`src/common/ivr_consts.svh`:
```
/*
 * Constants of the interrupt vector and priority resolver: vector numbers,
 * source and register counts, writable-bit masks, reset values and levels.
 * Assumes it is included by bare name and holds definitions only.
 */
`ifndef IVR_CONSTS_SVH
`define IVR_CONSTS_SVH

`define IVR_NUM_SRC      35
`define IVR_NUM_PRI_REGS 8
`define IVR_PRI_RESET    16'h0000
`define IVR_NMI_LEVEL    5'h10
`define IVR_NMI_MASK     4'hf
`define IVR_VEC_NMI      8'h0b
`define IVR_VEC_PIN0     8'h40
`define IVR_VEC_PIN6     8'h46
`define IVR_VEC_DMA0     8'h48
`define IVR_VEC_DMA1     8'h4c
`define IVR_VEC_TMR0     8'h58
`define IVR_VEC_TMR1     8'h60
`define IVR_VEC_TMR1_OV  8'h64
`define IVR_VEC_TMR2     8'h68
`define IVR_VEC_TMR2_OV  8'h6c
`define IVR_VEC_SER0     8'h80
`define IVR_VEC_CONV_A   8'h88
`define IVR_VEC_CONV_B   8'h8a
`define IVR_VEC_CMP0     8'h90
`define IVR_VEC_CMP1     8'h94
`define IVR_VEC_WATCHDOG 8'h98
`define IVR_VEC_BUSREF   8'h99

// writable bits per priority register; reserved groups read as zero
`define IVR_WMASK_A 16'hffff
`define IVR_WMASK_B 16'h00ff
`define IVR_WMASK_C 16'hff00
`define IVR_WMASK_D 16'hffff
`define IVR_WMASK_E 16'hff00
`define IVR_WMASK_F 16'h00ff
`define IVR_WMASK_G 16'hf0ff
`define IVR_WMASK_H 16'hf000

`endif

```
`src/common/ivr_pkg.sv`:
```
/*
 * Types shared by the interrupt vector and priority resolver.
 * Assumes nothing beyond a SystemVerilog compiler.
 */
`default_nettype none
package ivr_pkg;
    typedef logic [5:0]  ivr_src_t;
    typedef logic [4:0]  ivr_lvl_t;
    typedef logic [7:0]  ivr_vec_t;
    typedef logic [4:0]  ivr_fld_t;
endpackage
`default_nettype wire

```
`src/rtl/ivr_resolver.sv`:
```
/*
 * Interrupt vector and priority resolver: holds eight priority registers,
 * ranks pending sources and presents the winner with its vector to the cpu.
 * Assumes request inputs are already detected (edge or level) and synchronous
 * to MCLK, and that each source drops its request once serviced.
 */
`timescale 1ns/10ps
`default_nettype none
`include "ivr_consts.svh"
module ivr_resolver #(
    parameter logic [7:0] CONV_VECTOR = `IVR_VEC_CONV_A
) (
    // clock and reset
    input  wire logic        MCLK,
    input  wire logic        NRST,
    // request inputs
    input  wire logic        NMI_REQ,
    input  wire logic [5:0]  IRQ_REQ,
    input  wire logic [1:0]  DMA_END_REQ,
    input  wire logic [4:0]  TIMER0_REQ,
    input  wire logic [3:0]  TIMER1_REQ,
    input  wire logic [3:0]  TIMER2_REQ,
    input  wire logic [3:0]  SERIAL0_REQ,
    input  wire logic [3:0]  SERIAL1_REQ,
    input  wire logic        CONV_END_REQ,
    input  wire logic [1:0]  COMPARE_TIMER_REQ,
    input  wire logic        WATCHDOG_REQ,
    input  wire logic        BUS_REFRESH_REQ,
    // priority register access
    input  wire logic        PRI_WR_EN,
    input  wire logic [2:0]  PRI_WR_SEL,
    input  wire logic [15:0] PRI_WR_DATA,
    input  wire logic [2:0]  PRI_RD_SEL,
    output logic      [15:0] PRI_RD_DATA,
    // cpu side
    input  wire logic [3:0]  CPU_MASK,
    input  wire logic [31:0] VBR,
    input  wire logic        CPU_ACK,
    output logic             INT_REQ,
    output logic      [4:0]  INT_LEVEL,
    output logic      [7:0]  INT_VECTOR,
    output logic      [9:0]  INT_VEC_OFFSET,
    output logic             ACK_STB,
    output logic      [5:0]  ACK_SRC,
    output logic      [3:0]  NEW_MASK,
    output logic      [31:0] FETCH_ADDR
);

    // source index order is the default order, ascending by vector
    function automatic ivr_pkg::ivr_vec_t src_vec(input ivr_pkg::ivr_src_t s);
        ivr_pkg::ivr_vec_t v;
        v = `IVR_VEC_NMI;
        if (s >= 6'd1 && s <= 6'd4) v = `IVR_VEC_PIN0 + 8'(s - 6'd1);
        else if (s == 6'd5 || s == 6'd6) v = `IVR_VEC_PIN6 + 8'(s - 6'd5);
        else if (s == 6'd7) v = `IVR_VEC_DMA0;
        else if (s == 6'd8) v = `IVR_VEC_DMA1;
        else if (s >= 6'd9 && s <= 6'd13) v = `IVR_VEC_TMR0 + 8'(s - 6'd9);
        else if (s == 6'd14 || s == 6'd15) v = `IVR_VEC_TMR1 + 8'(s - 6'd14);
        else if (s == 6'd16 || s == 6'd17) v = `IVR_VEC_TMR1_OV + 8'(s - 6'd16);
        else if (s == 6'd18 || s == 6'd19) v = `IVR_VEC_TMR2 + 8'(s - 6'd18);
        else if (s == 6'd20 || s == 6'd21) v = `IVR_VEC_TMR2_OV + 8'(s - 6'd20);
        else if (s >= 6'd22 && s <= 6'd29) v = `IVR_VEC_SER0 + 8'(s - 6'd22);
        else if (s == 6'd30) v = CONV_VECTOR;
        else if (s == 6'd31) v = `IVR_VEC_CMP0;
        else if (s == 6'd32) v = `IVR_VEC_CMP1;
        else if (s == 6'd33) v = `IVR_VEC_WATCHDOG;
        else if (s == 6'd34) v = `IVR_VEC_BUSREF;
        return v;
    endfunction

    // {register, group}; group 3 is bits 15:12, group 0 is bits 3:0
    function automatic ivr_pkg::ivr_fld_t src_field(input ivr_pkg::ivr_src_t s);
        ivr_pkg::ivr_fld_t f;
        f = 5'h00;
        case (s)
            6'd1:  f = {3'd0, 2'd3};
            6'd2:  f = {3'd0, 2'd2};
            6'd3:  f = {3'd0, 2'd1};
            6'd4:  f = {3'd0, 2'd0};
            6'd5:  f = {3'd1, 2'd1};
            6'd6:  f = {3'd1, 2'd0};
            6'd7:  f = {3'd2, 2'd3};
            6'd8:  f = {3'd2, 2'd2};
            6'd9, 6'd10, 6'd11, 6'd12: f = {3'd3, 2'd3};
            6'd13: f = {3'd3, 2'd2};
            6'd14, 6'd15: f = {3'd3, 2'd1};
            6'd16, 6'd17: f = {3'd3, 2'd0};
            6'd18, 6'd19: f = {3'd4, 2'd3};
            6'd20, 6'd21: f = {3'd4, 2'd2};
            6'd22, 6'd23, 6'd24, 6'd25: f = {3'd5, 2'd1};
            6'd26, 6'd27, 6'd28, 6'd29: f = {3'd5, 2'd0};
            6'd30: f = {3'd6, 2'd3};
            6'd31: f = {3'd6, 2'd1};
            6'd32: f = {3'd6, 2'd0};
            6'd33, 6'd34: f = {3'd7, 2'd3};
            default: f = 5'h00;
        endcase
        return f;
    endfunction

    logic [15:0]              pri_r [`IVR_NUM_PRI_REGS];
    logic [15:0]              wmask;
    logic [`IVR_NUM_SRC-1:0]  req;
    ivr_pkg::ivr_lvl_t        best_lvl;
    ivr_pkg::ivr_src_t        best_idx;
    logic                     present;
    logic                     int_req_r;
    ivr_pkg::ivr_lvl_t        int_lvl_r;
    ivr_pkg::ivr_vec_t        int_vec_r;
    ivr_pkg::ivr_src_t        int_src_r;
    logic                     ack_stb_r;
    ivr_pkg::ivr_src_t        ack_src_r;
    logic [3:0]               new_mask_r;
    logic [31:0]              fetch_addr_r;
    logic [15:0]              rd_data_r;

    assign req = {BUS_REFRESH_REQ, WATCHDOG_REQ, COMPARE_TIMER_REQ, CONV_END_REQ,
                  SERIAL1_REQ, SERIAL0_REQ, TIMER2_REQ, TIMER1_REQ, TIMER0_REQ,
                  DMA_END_REQ, IRQ_REQ, NMI_REQ};

    always_comb begin
        case (PRI_WR_SEL)
            3'd0:    wmask = `IVR_WMASK_A;
            3'd1:    wmask = `IVR_WMASK_B;
            3'd2:    wmask = `IVR_WMASK_C;
            3'd3:    wmask = `IVR_WMASK_D;
            3'd4:    wmask = `IVR_WMASK_E;
            3'd5:    wmask = `IVR_WMASK_F;
            3'd6:    wmask = `IVR_WMASK_G;
            default: wmask = `IVR_WMASK_H;
        endcase
    end

    // reserved groups are never stored, so they can never raise a level
    always_ff @(posedge MCLK or negedge NRST) begin
        if (!NRST) begin
            for (int r = 0; r < `IVR_NUM_PRI_REGS; r++) begin
                pri_r[r] <= `IVR_PRI_RESET;
            end
        end else if (PRI_WR_EN) begin
            pri_r[PRI_WR_SEL] <= PRI_WR_DATA & wmask;
        end
    end

    always_ff @(posedge MCLK or negedge NRST) begin
        if (!NRST) begin
            rd_data_r <= 16'h0000;
        end else begin
            rd_data_r <= pri_r[PRI_RD_SEL];
        end
    end

    // strict greater-than in ascending index order keeps the lowest vector
    // on a tie, which is also the fixed order inside a shared field
    always_comb begin
        ivr_pkg::ivr_fld_t f;
        ivr_pkg::ivr_lvl_t l;
        f = 5'h00;
        l = 5'h00;
        best_lvl = 5'h00;
        best_idx = 6'h00;
        for (int i = 0; i < `IVR_NUM_SRC; i++) begin
            f = src_field(6'(i));
            if (i == 0) l = `IVR_NMI_LEVEL;
            else l = {1'b0, pri_r[f[4:2]][{f[1:0], 2'b00} +: 4]};
            if (req[i] && l > best_lvl) begin
                best_lvl = l;
                best_idx = 6'(i);
            end
        end
    end

    assign present = (best_lvl != 5'h00) &&
                     (best_idx == 6'h00 || best_lvl > {1'b0, CPU_MASK});

    always_ff @(posedge MCLK or negedge NRST) begin
        if (!NRST) begin
            int_req_r <= 1'b0;
            int_lvl_r <= 5'h00;
            int_vec_r <= 8'h00;
            int_src_r <= 6'h00;
        end else begin
            int_req_r <= present;
            int_lvl_r <= present ? best_lvl : 5'h00;
            int_vec_r <= present ? src_vec(best_idx) : 8'h00;
            int_src_r <= best_idx;
        end
    end

    // accept captures what the cpu saw last cycle, not the live winner
    always_ff @(posedge MCLK or negedge NRST) begin
        if (!NRST) begin
            ack_stb_r    <= 1'b0;
            ack_src_r    <= 6'h00;
            new_mask_r   <= 4'h0;
            fetch_addr_r <= 32'h0000_0000;
        end else begin
            ack_stb_r <= CPU_ACK && int_req_r;
            if (CPU_ACK && int_req_r) begin
                ack_src_r    <= int_src_r;
                new_mask_r   <= (int_src_r == 6'h00) ? `IVR_NMI_MASK : int_lvl_r[3:0];
                fetch_addr_r <= VBR + {22'h000000, int_vec_r, 2'b00};
            end
        end
    end

    assign PRI_RD_DATA    = rd_data_r;
    assign INT_REQ        = int_req_r;
    assign INT_LEVEL      = int_lvl_r;
    assign INT_VECTOR     = int_vec_r;
    assign INT_VEC_OFFSET = {int_vec_r, 2'b00};
    assign ACK_STB        = ack_stb_r;
    assign ACK_SRC        = ack_src_r;
    assign NEW_MASK       = new_mask_r;
    assign FETCH_ADDR     = fetch_addr_r;
endmodule
`default_nettype wire
```
`config.mk`:
```
export PLATFORM = sky130hd
export DESIGN_NAME = ivr_resolver
export DESIGN_NICKNAME = d
export VERILOG_FILES = /design/src/common/ivr_pkg.sv /design/src/rtl/ivr_resolver.sv
export VERILOG_INCLUDE_DIRS = /design/src /design/src/common
export SDC_FILE = /design/constraint.sdc
export NUM_CORES = 1
export LEC_CHECK = 0
export BUFFER_PORTS_ARGS = -buffer_cell sky130_fd_sc_hd__buf_2
export CORE_UTILIZATION = 40
export CTS_BUF_LIST = sky130_fd_sc_hd__clkbuf_8 sky130_fd_sc_hd__clkbuf_16
export DETAILED_ROUTE_END_ITERATION = 6
export GPL_TIMING_DRIVEN = 0
export PLACE_DENSITY = 0.54
export SLEW_MARGIN = 5
export SYNTH_ARGS = -nofsm -noshare
export SYNTH_HDL_FRONTEND = slang
export SYNTH_SLANG_ARGS = --single-unit
```
`constraint.sdc`:
```
create_clock -name MCLK -period 67.4 [get_ports MCLK]
set_clock_uncertainty 0.05 [all_clocks]
set_input_delay 6.74 -clock MCLK [delete_from_list [all_inputs] [get_ports MCLK]]
set_output_delay 6.74 -clock MCLK [all_outputs]
set_load 0.03 [all_outputs]
```
* After elaboration in Yosys (flattened, before gate mapping) *
Index checks and enable logic that the tools add are counted.

word-level totals
  flip-flop bits (word level) = 207
  bits in latches = 0
  RAM bits = 0
  bits in read-only memories = 0
  bits of input ports = 97
  output and inout bits = 83
  logic and storage cells = 251
  memories = 0

cells by class
  add/sub/neg operators = 17
  multipliers = 0
  divide/modulo/power cells = 0
  $lt $le $gt $ge = 44
  eq/ne operators = 23
  shift-type cells = 0
  mux-type cells = 94
  bitwise logic cells = 3
  reduce and logical (&&, ||, !) cells = 53

operator list
  cell                                                 count
  two-way mux 5 bit                                    52
  greater-than comparator 4 x 5 -> 1 bit               34
  bitwise mux 128 bit                                  1
  two-way mux 8 bit                                    16
  case mux 16 bit (4 select lines)                     1
  adder 7 x 8 -> 8 bit, first input constant           7
  binary-select mux 16 bit (select 3 bit)              1
  demux 16 bit (select 3 bit)                          1
  equality test 6 x 5 -> 1 bit, second input constant  8
  two-way mux 16 bit                                   3
  logical AND 1 bit                                    40
  two-way mux 4 bit                                    9
  adder 32 x 10 -> 32 bit                              1
  subtractor 6 x 5 -> 7 bit, second input constant     4
  equality test 6 x 3 -> 1 bit, second input constant  3
  equality test 6 x 4 -> 1 bit, second input constant  3
  equality test 6 bit, second input constant           3
  two-way mux 6 bit                                    3
  bitwise AND 16 bit                                   1
  subtractor 6 x 4 -> 7 bit, second input constant     2
  logical NOT 6 bit                                    2
  two-way mux 3 bit                                    4
  equality test 3 bit, second input constant           3
  adder 8 bit, first input constant                    1
  20 further kinds                                     31

* Longest topological paths before layout *
Gate-level depths: netlist (run 1).

  depth after elaboration = 120
  depth in mapped cells = 297

* Worst setup path before layout (run 1) *
Ideal clock, no wire load.

  kind = input-to-reg
  start point = input port IRQ_REQ[0]
  end point = register int_vec_r[4] (netlist: INT_VECTOR[4])
  library setup time = 152 ps
  arrival = 56304 ps
  data required time = 67198 ps
  path slack = 10893 ps
  stages = 270
  buffers on the path = 6
  cells stage by stage = nor2b_1 -> nand2_1 -> ha_1 -> nand4_1 -> nand2_1 -> a21oi_1 -> mux2_2 -> ha_1 -> nand4_1 -> nand3b_1 -> a21oi_1 -> buf_2 -> mux2_2 -> inv_1 -> ha_1 -> nand2_1 -> or3_1 -> a2111o_1 -> (+234 left out) -> o21ai_0 -> nand2b_1 -> a21oi_1 -> or2_2 -> o21ai_2 -> nor2_2 -> inv_1 -> ha_1 -> clkbuf_1 -> a21oi_1 -> o21ai_0 -> xnor2_1 -> ha_1 -> and3_1 -> a2111oi_0 -> o211ai_1 -> a41oi_1 -> a221oi_1

between the ends
  longest elaborated chain between the ends = 118
  elaborated cells on any way between the ends = 203
  classes of those cells = add/sub (16); order compare (40); eq/ne (17); mux (84); reduce/logical (46)

ends and longest elaborated chain
  what                                                  RTL line             text
  start: declaration                                    ivr_resolver.sv:18   input wire logic [5:0] IRQ_REQ,
  logical AND 1 bit *                                   ivr_resolver.sv:166  if (req[i] && l > best_lvl) begin
  two-way mux 5 bit *                                   ivr_resolver.sv:166
  greater-than comparator 4 x 5 -> 1 bit                ivr_resolver.sv:166
  logical AND 1 bit                                     ivr_resolver.sv:166
  two-way mux 5 bit *                                   ivr_resolver.sv:166
  greater-than comparator 4 x 5 -> 1 bit                ivr_resolver.sv:166
  logical AND 1 bit                                     ivr_resolver.sv:166
  two-way mux 5 bit *                                   ivr_resolver.sv:166
  (+88 left out)                                        -
  logical AND 1 bit                                     ivr_resolver.sv:166
  two-way mux 5 bit                                     ivr_resolver.sv:166
  greater-than comparator 4 x 5 -> 1 bit                ivr_resolver.sv:166
  logical AND 1 bit                                     ivr_resolver.sv:166
  two-way mux 6 bit *                                   ivr_resolver.sv:166
  named net best_idx[2]                                 ivr_resolver.sv:105  ivr_pkg::ivr_src_t best_idx;
  branches (longest 16 deep; another with adder 8 bit)  -
  two-way mux 8 bit *                                   ivr_resolver.sv:185  int_vec_r <= present ? src_vec(best_idx) : 8'h00;
  end signal: assignment                                ivr_resolver.sv:185
  end: declaration                                      ivr_resolver.sv:109  ivr_pkg::ivr_vec_t int_vec_r;

Mark *: on every way through the listed nets, which the timed path passes.
A chain may end at the register's enable or synchronous reset.

* Worst setup path after layout (run 1) *
  start point = input port NMI_REQ
  end point = register int_vec_r[4] (netlist: INT_VECTOR[4])

between the ends
  longest elaborated chain between the ends = 120
  elaborated cells on any way between the ends = 205
  classes of those cells = add/sub (16); order compare (41); eq/ne (17); mux (85); reduce/logical (46)

ends and longest elaborated chain
  what                                                  RTL line             text
  start: declaration                                    ivr_resolver.sv:17   input wire logic NMI_REQ,
  two-way mux 5 bit *                                   ivr_resolver.sv:166
  greater-than comparator 4 x 5 -> 1 bit                ivr_resolver.sv:166
  logical AND 1 bit                                     ivr_resolver.sv:166
  two-way mux 5 bit *                                   ivr_resolver.sv:166
  greater-than comparator 4 x 5 -> 1 bit                ivr_resolver.sv:166
  logical AND 1 bit                                     ivr_resolver.sv:166
  two-way mux 5 bit                                     ivr_resolver.sv:166
  greater-than comparator 4 x 5 -> 1 bit                ivr_resolver.sv:166
  (+90 left out)                                        -
  logical AND 1 bit                                     ivr_resolver.sv:166
  two-way mux 5 bit                                     ivr_resolver.sv:166
  greater-than comparator 4 x 5 -> 1 bit                ivr_resolver.sv:166
  logical AND 1 bit                                     ivr_resolver.sv:166
  two-way mux 6 bit *                                   ivr_resolver.sv:166
  named net best_idx[1]                                 ivr_resolver.sv:105
  branches (longest 16 deep; another with adder 8 bit)  -
  two-way mux 8 bit *                                   ivr_resolver.sv:185

Marked as above.

==> results of run 1 <==
## area by class of cell
type / count / area (um^2) / share of cell area
Multi-Input combinational cell: 1689 / 12110 / 0.5831
Sequential cell: 207 / 5180 / 0.2495
Timing Repair Buffer: 190 / 1028 / 0.04954
Tap cell: 592 / 740.7 / 0.03568
Clock buffer: 29 / 669.4 / 0.03224
Inverter: 130 / 495.5 / 0.02387
Buffer: 89 / 386.6 / 0.01862
Clock inverter: 13 / 153.9 / 0.007413
## metrics by stage
stage	setup TNS [ns]	area, um^2	hold slack [ns]
2_1_floorplan	0	18080	0.3977
3_3_place_gp	0	19680	0.4073
3_5_place_dp	0	19710	0.4102
4_1_cts	0	20540	0.4228
5_1_grt	-0.04213	20760	0.4381
6_report	0	20760	0.4162
## critical path: cells and delay by family
family	cells	cell delay, ns
AOI/OAI and AO/OA	85	18.73
buffers and inverters	32	3.63
and+or+nand+nor	92	15.91
muxes	28	9.09
adders and majority gates	34	9.01
## path summary, 6_finish.rpt
kind / start / endpoint / slack (ns)
hold reg to reg: NEW_MASK[2] / NEW_MASK[2] / 0.42
setup reg to reg: pri_r[125] / INT_VECTOR[4] / 10.60
setup / recovery: NMI_REQ / INT_VECTOR[4] / 4.54
max in group asynchronous: NRST / pri_r[102] / 60.12
min in group asynchronous: NRST / FETCH_ADDR[18] / 6.17
hold / removal: NEW_MASK[2] / NEW_MASK[2] / 0.42
## cells by family (layout without fill, tap and decap cells)
kind of cell,count (synthesis),count (layout),synth area share
AO/OA/AOI/OAI,601,601,0.2261
multiplexers,160,160,0.1183
XOR/XNOR,55,55,0.02665
AND/OR/NAND/NOR,731,731,0.1965
other,1,2,0.0002075
flip-flops,207,207,0.2866
buffers and inverters,220,451,0.04866
adder cells (fa/ha/maj),140,140,0.09704
## synth_stat cells, types with 20 or more instances
| cell type | number |
|---|---|
| nand3_1 | 50 |
| a21oi_1 | 114 |
| nand2_1 | 288 |
| nor3_1 | 24 |
| mux2i_1 | 36 |
| xor2_1 | 22 |
| and2_1 | 59 |
| nor2_1 | 133 |
| xnor2_1 | 33 |
| mux2_2 | 87 |
| o21a_1 | 20 |
| ha_1 | 137 |
| a21o_1 | 26 |
| o21ai_1 | 20 |
| o211ai_1 | 26 |
| inv_1 | 124 |
| mux4_2 | 32 |
| o21ai_0 | 182 |
| dfrtp_1 | 207 |
| clkbuf_1 | 61 |
| nor2b_1 | 34 |
| and3_1 | 22 |
## layout by cell type, fill, tap and decap left out, types with 29 or more instances in the layout
master | synthesis | layout
buf_4 | 11 | 29
mux2_2 | 87 | 87
nand3_1 | 50 | 50
mux2i_1 | 36 | 35
o21ai_0 | 182 | 177
inv_1 | 124 | 125
clkbuf_1 | 61 | 59
buf_2 | 7 | 177
and2_1 | 59 | 59
a21oi_1 | 114 | 112
mux4_2 | 32 | 32
nor2_1 | 133 | 130
xnor2_1 | 33 | 33
dfrtp_1 | 207 | 207
ha_1 | 137 | 136
nand2_1 | 288 | 287
nor2b_1 | 34 | 34
## what timing repair did
item,CTS,global route
gates resized for setup,0,29
setup buffers,0,18
endpoints found under the setup margin,0,19
## state kept, by name, summed over array words and instances (netlist names)
signal and flops:
ACK_SRC 6, int_src_r 6, NEW_MASK 4, pri_r 128, FETCH_ADDR 32, ACK_STB 1
INT_LEVEL 5, INT_REQ 1, INT_VECTOR 8, PRI_RD_DATA 16
## layer usage
layer | GRT usage | routed length (um) | vias to the layer above
met4 | 0.05381 | 1190 | 0
met3 | 0.03418 | 3046 | 66
li1 | - | - | 8112
met1 | 0.3576 | 27900 | 8250
met2 | 0.4081 | 26890 | 462
met5 | 0 | 0 | -
==> metrics.txt, run 1 <==
Final Cycle Share 0.9327; layout cells sized above 1 0.1960; HPWL Detailed roughly 46000 um; mapped cell area approximately 18000 um^2; synth-to-layout area growth 14.85%; vias in the first global route roughly 16000; Die Area 46040 um^2; Pre-antenna DRT Iters 5; Post-synth top flop dfrtp_1; clk slew on worst S/H paths 0.06 ns; Synth area leaders dfrtp_1, ha_1, nand2_1, mux2_2, o21ai_0; post-route setup slack 4.537 ns; cts bufs inserted 24; CP Max Fanout 10; GRT Residual Overflow 0; critical path class in2reg; Max-cap violations 0; row count 77; Root Driver clkbuf_16; Hold WC Path Type reg2reg; Avg Inst Size Synth between 8 and 9 um^2; Core ar. 44410 um^2; hold depth 2; cell mode on critical path ha_1; TritonCTS clock tree done; startpoint types primary input; Routed Antenna Nets 0; drt wl/cell around 20 um; # hold bufs at CTS 0; Non-Filler Instances 2939; gp weighted congestion 0.9185; critical path required time 67.75 ns; # diodes 0; Rel. slew slack 0.2251; share of synthesized flip-flops with an asynchronous set or reset 1.000; final-report max-slew violation count 0; antenna violations before repair 0; Distinct cells, synth 119; outcome completed; die width about 210 um; CTS max path bufs 3; Final Util 0.4674; via/cell ratio 5.747; Num Clock Sinks 207; crit-path max cell delay 0.60 ns; post-synth top area share 0.2866; port bufs between 150 and 200; final hold violation count 0; FILL cells about 4400; DRC viols 0; Routed WL 59030 um; nets@finish roughly 2600; fmax 0.01591 GHz; largest net degree at the start of global routing 108; gr usage total 0.2522; first-pass GRT wire length 93030 um; post-synthesis instance total ~2100; H-Tree Depth 1; CP endpoint kind flip-flop; Critical Path AT 63.22 ns; Seq/Total Area, Yosys 0.2866; I/O Pins 180; Post-synth EDFFs 0; Synth Warn # 0; Starting Density 0.4070; CP max-delay cell nor2_1; starting DRC count in detailed routing between 1000 and 1500; cells on worst reg2reg path 269; Die Ht between 200 and 250 um; Tmin final 62.86 ns; worst-skew pair later-pin latency 0.55 ns; slew of the pin with the lowest slew margin 1.162 ns; #FFs+latches synth between 200 and 250; DR vias ~17000; placed cells 2880; Final Setup Violations 0; Synth area leader dfrtp_1; pre-CTS WS roughly 1.6 ns
Power of run 1 is left out: the tool's default activity adds up to more than one toggle a clock period on the data nets, which glitch-free logic cannot reach.
==> run 2: changes to the inputs <==
- CORE_UTILIZATION: 40 -> 45
- PLACE_DENSITY: 0.54 -> 0.59
==> run 2 against run 1 <==
Compared with the run above:
- first-iteration DRC count decreased by 13%
- sequential share of layout area increased by 0.26 points
- critical endpoint unchanged
- largest cell class unchanged
- highest routed layer unchanged
- non-clock buffer count decreased by 7
- setup slack improved by 0.25 ns
==> metrics.txt, run 2 (synthesized netlist as in run 1, its figures left out) <==
# diodes 0 (unchanged); H-Tree Depth 1 (unchanged); Root Driver clkbuf_16; Starting Density 0.4560 (+0.04901); Hold WC Path Type reg2reg; Num Clock Sinks 207 (unchanged); placed cells 2814 (-2.3%); final hold violation count 0 (unchanged); starting DRC count in detailed routing 1141 (-13%); layout cells sized above 1 0.1918 (-0.004214); CP max-delay cell a221oi_4; Die Area 40970 um^2 (-11%); Die Ht 202.4 um (-5.7%); crit-path max cell delay 0.56 ns (-0.04 ns); TritonCTS clock tree done; Max-cap violations 0 (unchanged); critical path class in2reg; drt wl/cell 20.22 um (+0.68%); largest net degree at the start of global routing 87 (-19%); gr usage total 0.2803 (+0.02805); cells on worst reg2reg path 273 (+1.5%); Routed Antenna Nets 0 (unchanged); Pre-antenna DRT Iters 5 (unchanged); FILL cells 3819 (-13%); final hold slack 0.4145 ns (-0.001652 ns); Worst Path Buf+Inv 31 (-3.1%); port bufs 171 (unchanged); die width 202.4 um (-5.7%); Hold Path Origin NEW_MASK[0]; vias in the first global route 16548 (+1.0%); hold depth 2 (unchanged); clk slew on worst S/H paths 0.06 ns (about the same); r2r startpoint pri_r[125]; pre-CTS WS 1.730 ns (+0.1190 ns); Final Setup Violations 0 (unchanged); most frequent cells in the layout nand2_1, dfrtp_1, o21ai_0; crit path from NMI_REQ; Core ar. 39640 um^2 (-11%); CP Max Fanout 10 (unchanged); slew of the pin with the lowest slew margin 1.166 ns (+0.003792 ns); outcome completed; Routed WL 57860 um (-2.0%); Worst R2R Setup Slack 10.91 ns (+0.31 ns); Biggest register pri_r; Non-Filler Instances 2861 (-2.7%); post-route setup slack 4.792 ns (+0.2545 ns); CTS max path bufs 3 (unchanged); synth-to-layout area growth 13.68%; critical path required time 67.70 ns (-0.05 ns); gp weighted congestion 0.9337 (+1.7%); Tmin final 62.61 ns (-0.2545 ns); antenna violations before repair 0 (unchanged); Rel. slew slack 0.2226 (-0.002528); final-report max-slew violation count 0 (unchanged); via/cell ratio 5.964 (+3.8%); setup tns final 0 ns (unchanged); DR vias 17063 (+1.0%); first-pass GRT wire length 91580 um (-1.6%); I/O Pins 180 (unchanged); worst hold endpoint NEW_MASK[0]; fmax 0.01597 GHz (+0.41%); HPWL Detailed 45710 um (-1.7%); Critical Path AT 62.91 ns (-0.31 ns); worst-skew pair later-pin latency 0.54 ns (about the same); cell mode on critical path ha_1; capturing point of the worst reg2reg path INT_VECTOR[4]; CP endpoint kind flip-flop; row count 73 (-5.2%); nets@finish 2558 (-0.31%); startpoint types primary input; GRT Residual Overflow 0 (unchanged); DRC viols 0 (unchanged); delay-heaviest family, CP compound AO/OA/AOI/OAI gates; max reg flops 128 (unchanged); most common cell after layout, fill and taps aside nand2_1; Final Cycle Share 0.9289 (-0.003776); cts bufs inserted 23 (-4.2%)
-- run 2: changes by cell type in the layout (fill, tap and decap cells not counted), moves of 2 or more --
cell | before | now
clkinv_4 | 2 | 0
inv_1 | 125 | 127
clkbuf_8 | 5 | 3
buf_4 | 29 | 21
-- run 2: cell type report --
cell class	count	area, um^2	share of cell area
plain buffers	89	387.9	0.01887
clock inverters	12	103.9	0.005054
clock buffers	26	616.8	0.03002
repair buffers	183	996.0	0.04847
multi-input cells	1689	12110	0.5894
inverters	130	495.5	0.02411
flip-flops and latches	207	5180	0.2521
well taps	525	656.9	0.03197
-- run 2: worst max path at each step --
stage                          endpoint  slack (ns)  cells past startpoint
after floorplan           INT_VECTOR[4]       10.89                    270
after global placement    INT_VECTOR[4]        2.49                    274
after detailed placement  INT_VECTOR[4]        1.73                    276
after CTS                 INT_VECTOR[4]        2.02                    276
after global routing      INT_VECTOR[4]       -0.03                    279
final                     INT_VECTOR[4]        4.79                    275
-- run 2: tightest hold or removal path, delay by kind of cell, from the launching register on --
| kind | cells | cell delay [ns] |
|---|---|---|
| AND/OR/NAND/NOR | 2 | 0.10 |
| flip-flops | 1 | 0.34 |
-- run 2: layer usage --
layer / routed length (um) / global-route usage / vias up / part of all wire
met5: 0 / 0 / - / 0
met4: 1181 / 0.06418 / 0 / 0.020
met3: 3001 / 0.03402 / 77 / 0.052
met2: 26240 / 0.4514 / 515 / 0.45
met1: 27430 / 0.4001 / 8366 / 0.47
li1: - / - / 8105 / -
-- run 2: per-stage QoR --
stage | util | cell area (um^2)
floorplan | - | 18080
global placement | 0.4943 | 19590
detailed placement | 0.4959 | 19660
CTS | 0.5141 | 20380
global route | 0.5184 | 20550
finish | 0.5184 | 20550
-- run 2: what timing repair did --
| item | 4_1_cts | 5_1_grt |
|---|---|---|
| hold buffers | 0 | 0 |
| resized for setup | 0 | 30 |
| endpoints found under the setup margin | 0 | 19 |
| setup buffers | 0 | 10 |
Power of run 2 is left out for the same reason.
==> run 3: changes to the inputs <==
- BUFFER_PORTS_ARGS: -buffer_cell sky130_fd_sc_hd__buf_2 -> unset
- DONT_BUFFER_PORTS: unset -> 1
- PLACE_DENSITY: 0.59 -> 0.56
==> run 3 against run 2 <==
Compared with the run above:
- sequential share of layout area grew 1.2 points
- hold slack improved by 0.014 ns
- routed wire length hardly changed
- critical endpoint unchanged
- via count decreased by 3.6%
- non-clock buffer count is 172 lower
- largest cell class unchanged
- flip-flop and latch count unchanged
- register-to-register slack got worse by 0.87 ns
- final area is 4.6% lower
- cell count fell by 6.0%
- first-iteration DRC count increased by 0.96%
==> metrics.txt, run 3 (synthesized netlist as in run 1, its figures left out) <==
synth-to-layout area growth 8.459%; # hold bufs at CTS 0 (unchanged); die width 202.4 um (unchanged); FILL cells 3780 (-1.0%); hold depth 1 (-1); DRC viols 0 (unchanged); H-Tree Depth 1 (unchanged); most frequent cells in the layout nand2_1, dfrtp_1, o21ai_0; dpl cell area 18740 um^2 (-4.7%); Tmin final 63.24 ns (+0.6322 ns); Die Ht 202.4 um (unchanged); TritonCTS clock tree done; Pre-antenna DRT Iters 5 (unchanged); CTS max path bufs 3 (unchanged); largest net degree at the start of global routing 208 (+140%); fmax 0.01581 GHz (-1.0%); cts bufs inserted 24 (+4.3%); Final Setup Violations 0 (unchanged); CP endpoint kind flip-flop; I/O Pins 180 (unchanged); final hold violation count 0 (unchanged); via/cell ratio 6.115 (+2.5%); gp weighted congestion 0.9210 (-1.4%); port bufs 0 (-100%); Starting Density 0.4560 (unchanged); max reg flops 128 (unchanged); CP max-delay cell a311oi_1; outcome completed; Final Cycle Share 0.9383 (+0.009380); critical path class in2reg; clk slew on worst S/H paths 0.06 ns (about the same); first-pass GRT wire length 90380 um (-1.3%); critical path required time 67.75 ns (+0.05 ns); vias in the first global route 15992 (-3.4%); starting DRC count in detailed routing 1152 (+0.96%); cell mode on critical path ha_1; Hold WC Path Type reg2reg; worst-skew pair later-pin latency 0.54 ns (about the same); Routed Antenna Nets 0 (unchanged); Critical Path AT 63.59 ns (+0.68 ns); Root Driver clkbuf_16; final-report max-slew violation count 0 (unchanged); post-route setup slack 4.160 ns (-0.6322 ns); crit-path max cell delay 0.49 ns (-0.07 ns); Core ar. 39640 um^2 (unchanged); Max-cap violations 0 (unchanged); HPWL Detailed 45140 um (-1.2%); startpoint types primary input; Final Util 0.4946 (-0.02383); Routed WL 57810 um (about the same); nets@finish 2387 (-6.7%); row count 73 (unchanged); most common cell after layout, fill and taps aside nand2_1; layout cells sized above 1 0.1239 (-0.06788); Die Area 40970 um^2 (unchanged); gr usage total 0.2781 (-0.002170); CP Max Fanout 11 (+1); drt wl/cell 21.50 um (+6.3%); slew of the pin with the lowest slew margin 1.096 ns (-0.07010 ns); DR vias 16443 (-3.6%); Num Clock Sinks 207 (unchanged); Biggest register pri_r; fin area 19610 um^2 (-4.6%); Rel. slew slack 0.2693 (+0.04674); cells on worst reg2reg path 276 (+1.1%); GRT Residual Overflow 0 (unchanged); pre-CTS WS 1.937 ns (+0.2075 ns); antenna violations before repair 2 (+2)
==> run 3: critical path: cells and delay by family <==
kind | cells | cell delay [ns]
AO/OA/AOI/OAI | 93 | 20.26
adder cells (fa/ha/maj) | 34 | 9.40
buffers and inverters | 33 | 3.64
multiplexers | 26 | 8.22
AND/OR/NAND/NOR | 90 | 15.23
==> run 3: layout make-up <==
| class | count | area (um^2) | area share |
|---|---|---|---|
| repair buffers | 10 | 75.07 | 0.003829 |
| inverters | 130 | 491.7 | 0.02508 |
| plain buffers | 90 | 390.4 | 0.01991 |
| diodes | 1 | 2.502 | 0.0001276 |
| flip-flops and latches | 207 | 5180 | 0.2642 |
| clock inverters | 11 | 87.58 | 0.004467 |
| multi-input cells | 1689 | 12090 | 0.6168 |
| well taps | 525 | 656.9 | 0.03351 |
| clock buffers | 26 | 628.1 | 0.03204 |
==> run 3: routing by layer <==
layer  routed length, um  GRT usage  vias up
li1                    -          -     7759
met5                  13          0        -
met2               26070     0.4521      554
met3                3683    0.04757       92
met1               26690     0.3835     8036
met4                1360    0.06686        2
==> run 3: repair_timing <==
| item | CTS | global route |
|---|---|---|
| resized for setup | 0 | 20 |
| buffers inserted | 0 | 10 |
| endpoints found under the setup margin | 0 | 17 |
==> run 3: worst paths after layout <==
kind | endpoint | from | slack (ns)
min | pri_r[87] | pri_r[87] | 0.43
min in group asynchronous | FETCH_ADDR[17] | NRST | 5.85
max in group asynchronous | pri_r[67] | NRST | 60.91
max | INT_VECTOR[4] | IRQ_REQ[0] | 4.16
min reg2reg | pri_r[87] | pri_r[87] | 0.43
max reg2reg | INT_VECTOR[4] | pri_r[125] | 10.04
==> run 3: per-stage QoR <==
step | setup TNS (ns) | hold slack (ns) | instances
floorplan | 0 | 0.3977 | 2116
global placement | 0 | 0.4135 | 2641
detailed placement | 0 | 0.4153 | 2641
CTS | 0 | 0.4323 | 2678
global route | -0.08426 | 0.4424 | 2689
finish | 0 | 0.4283 | 2689
Power of run 3 is left out for the same reason.
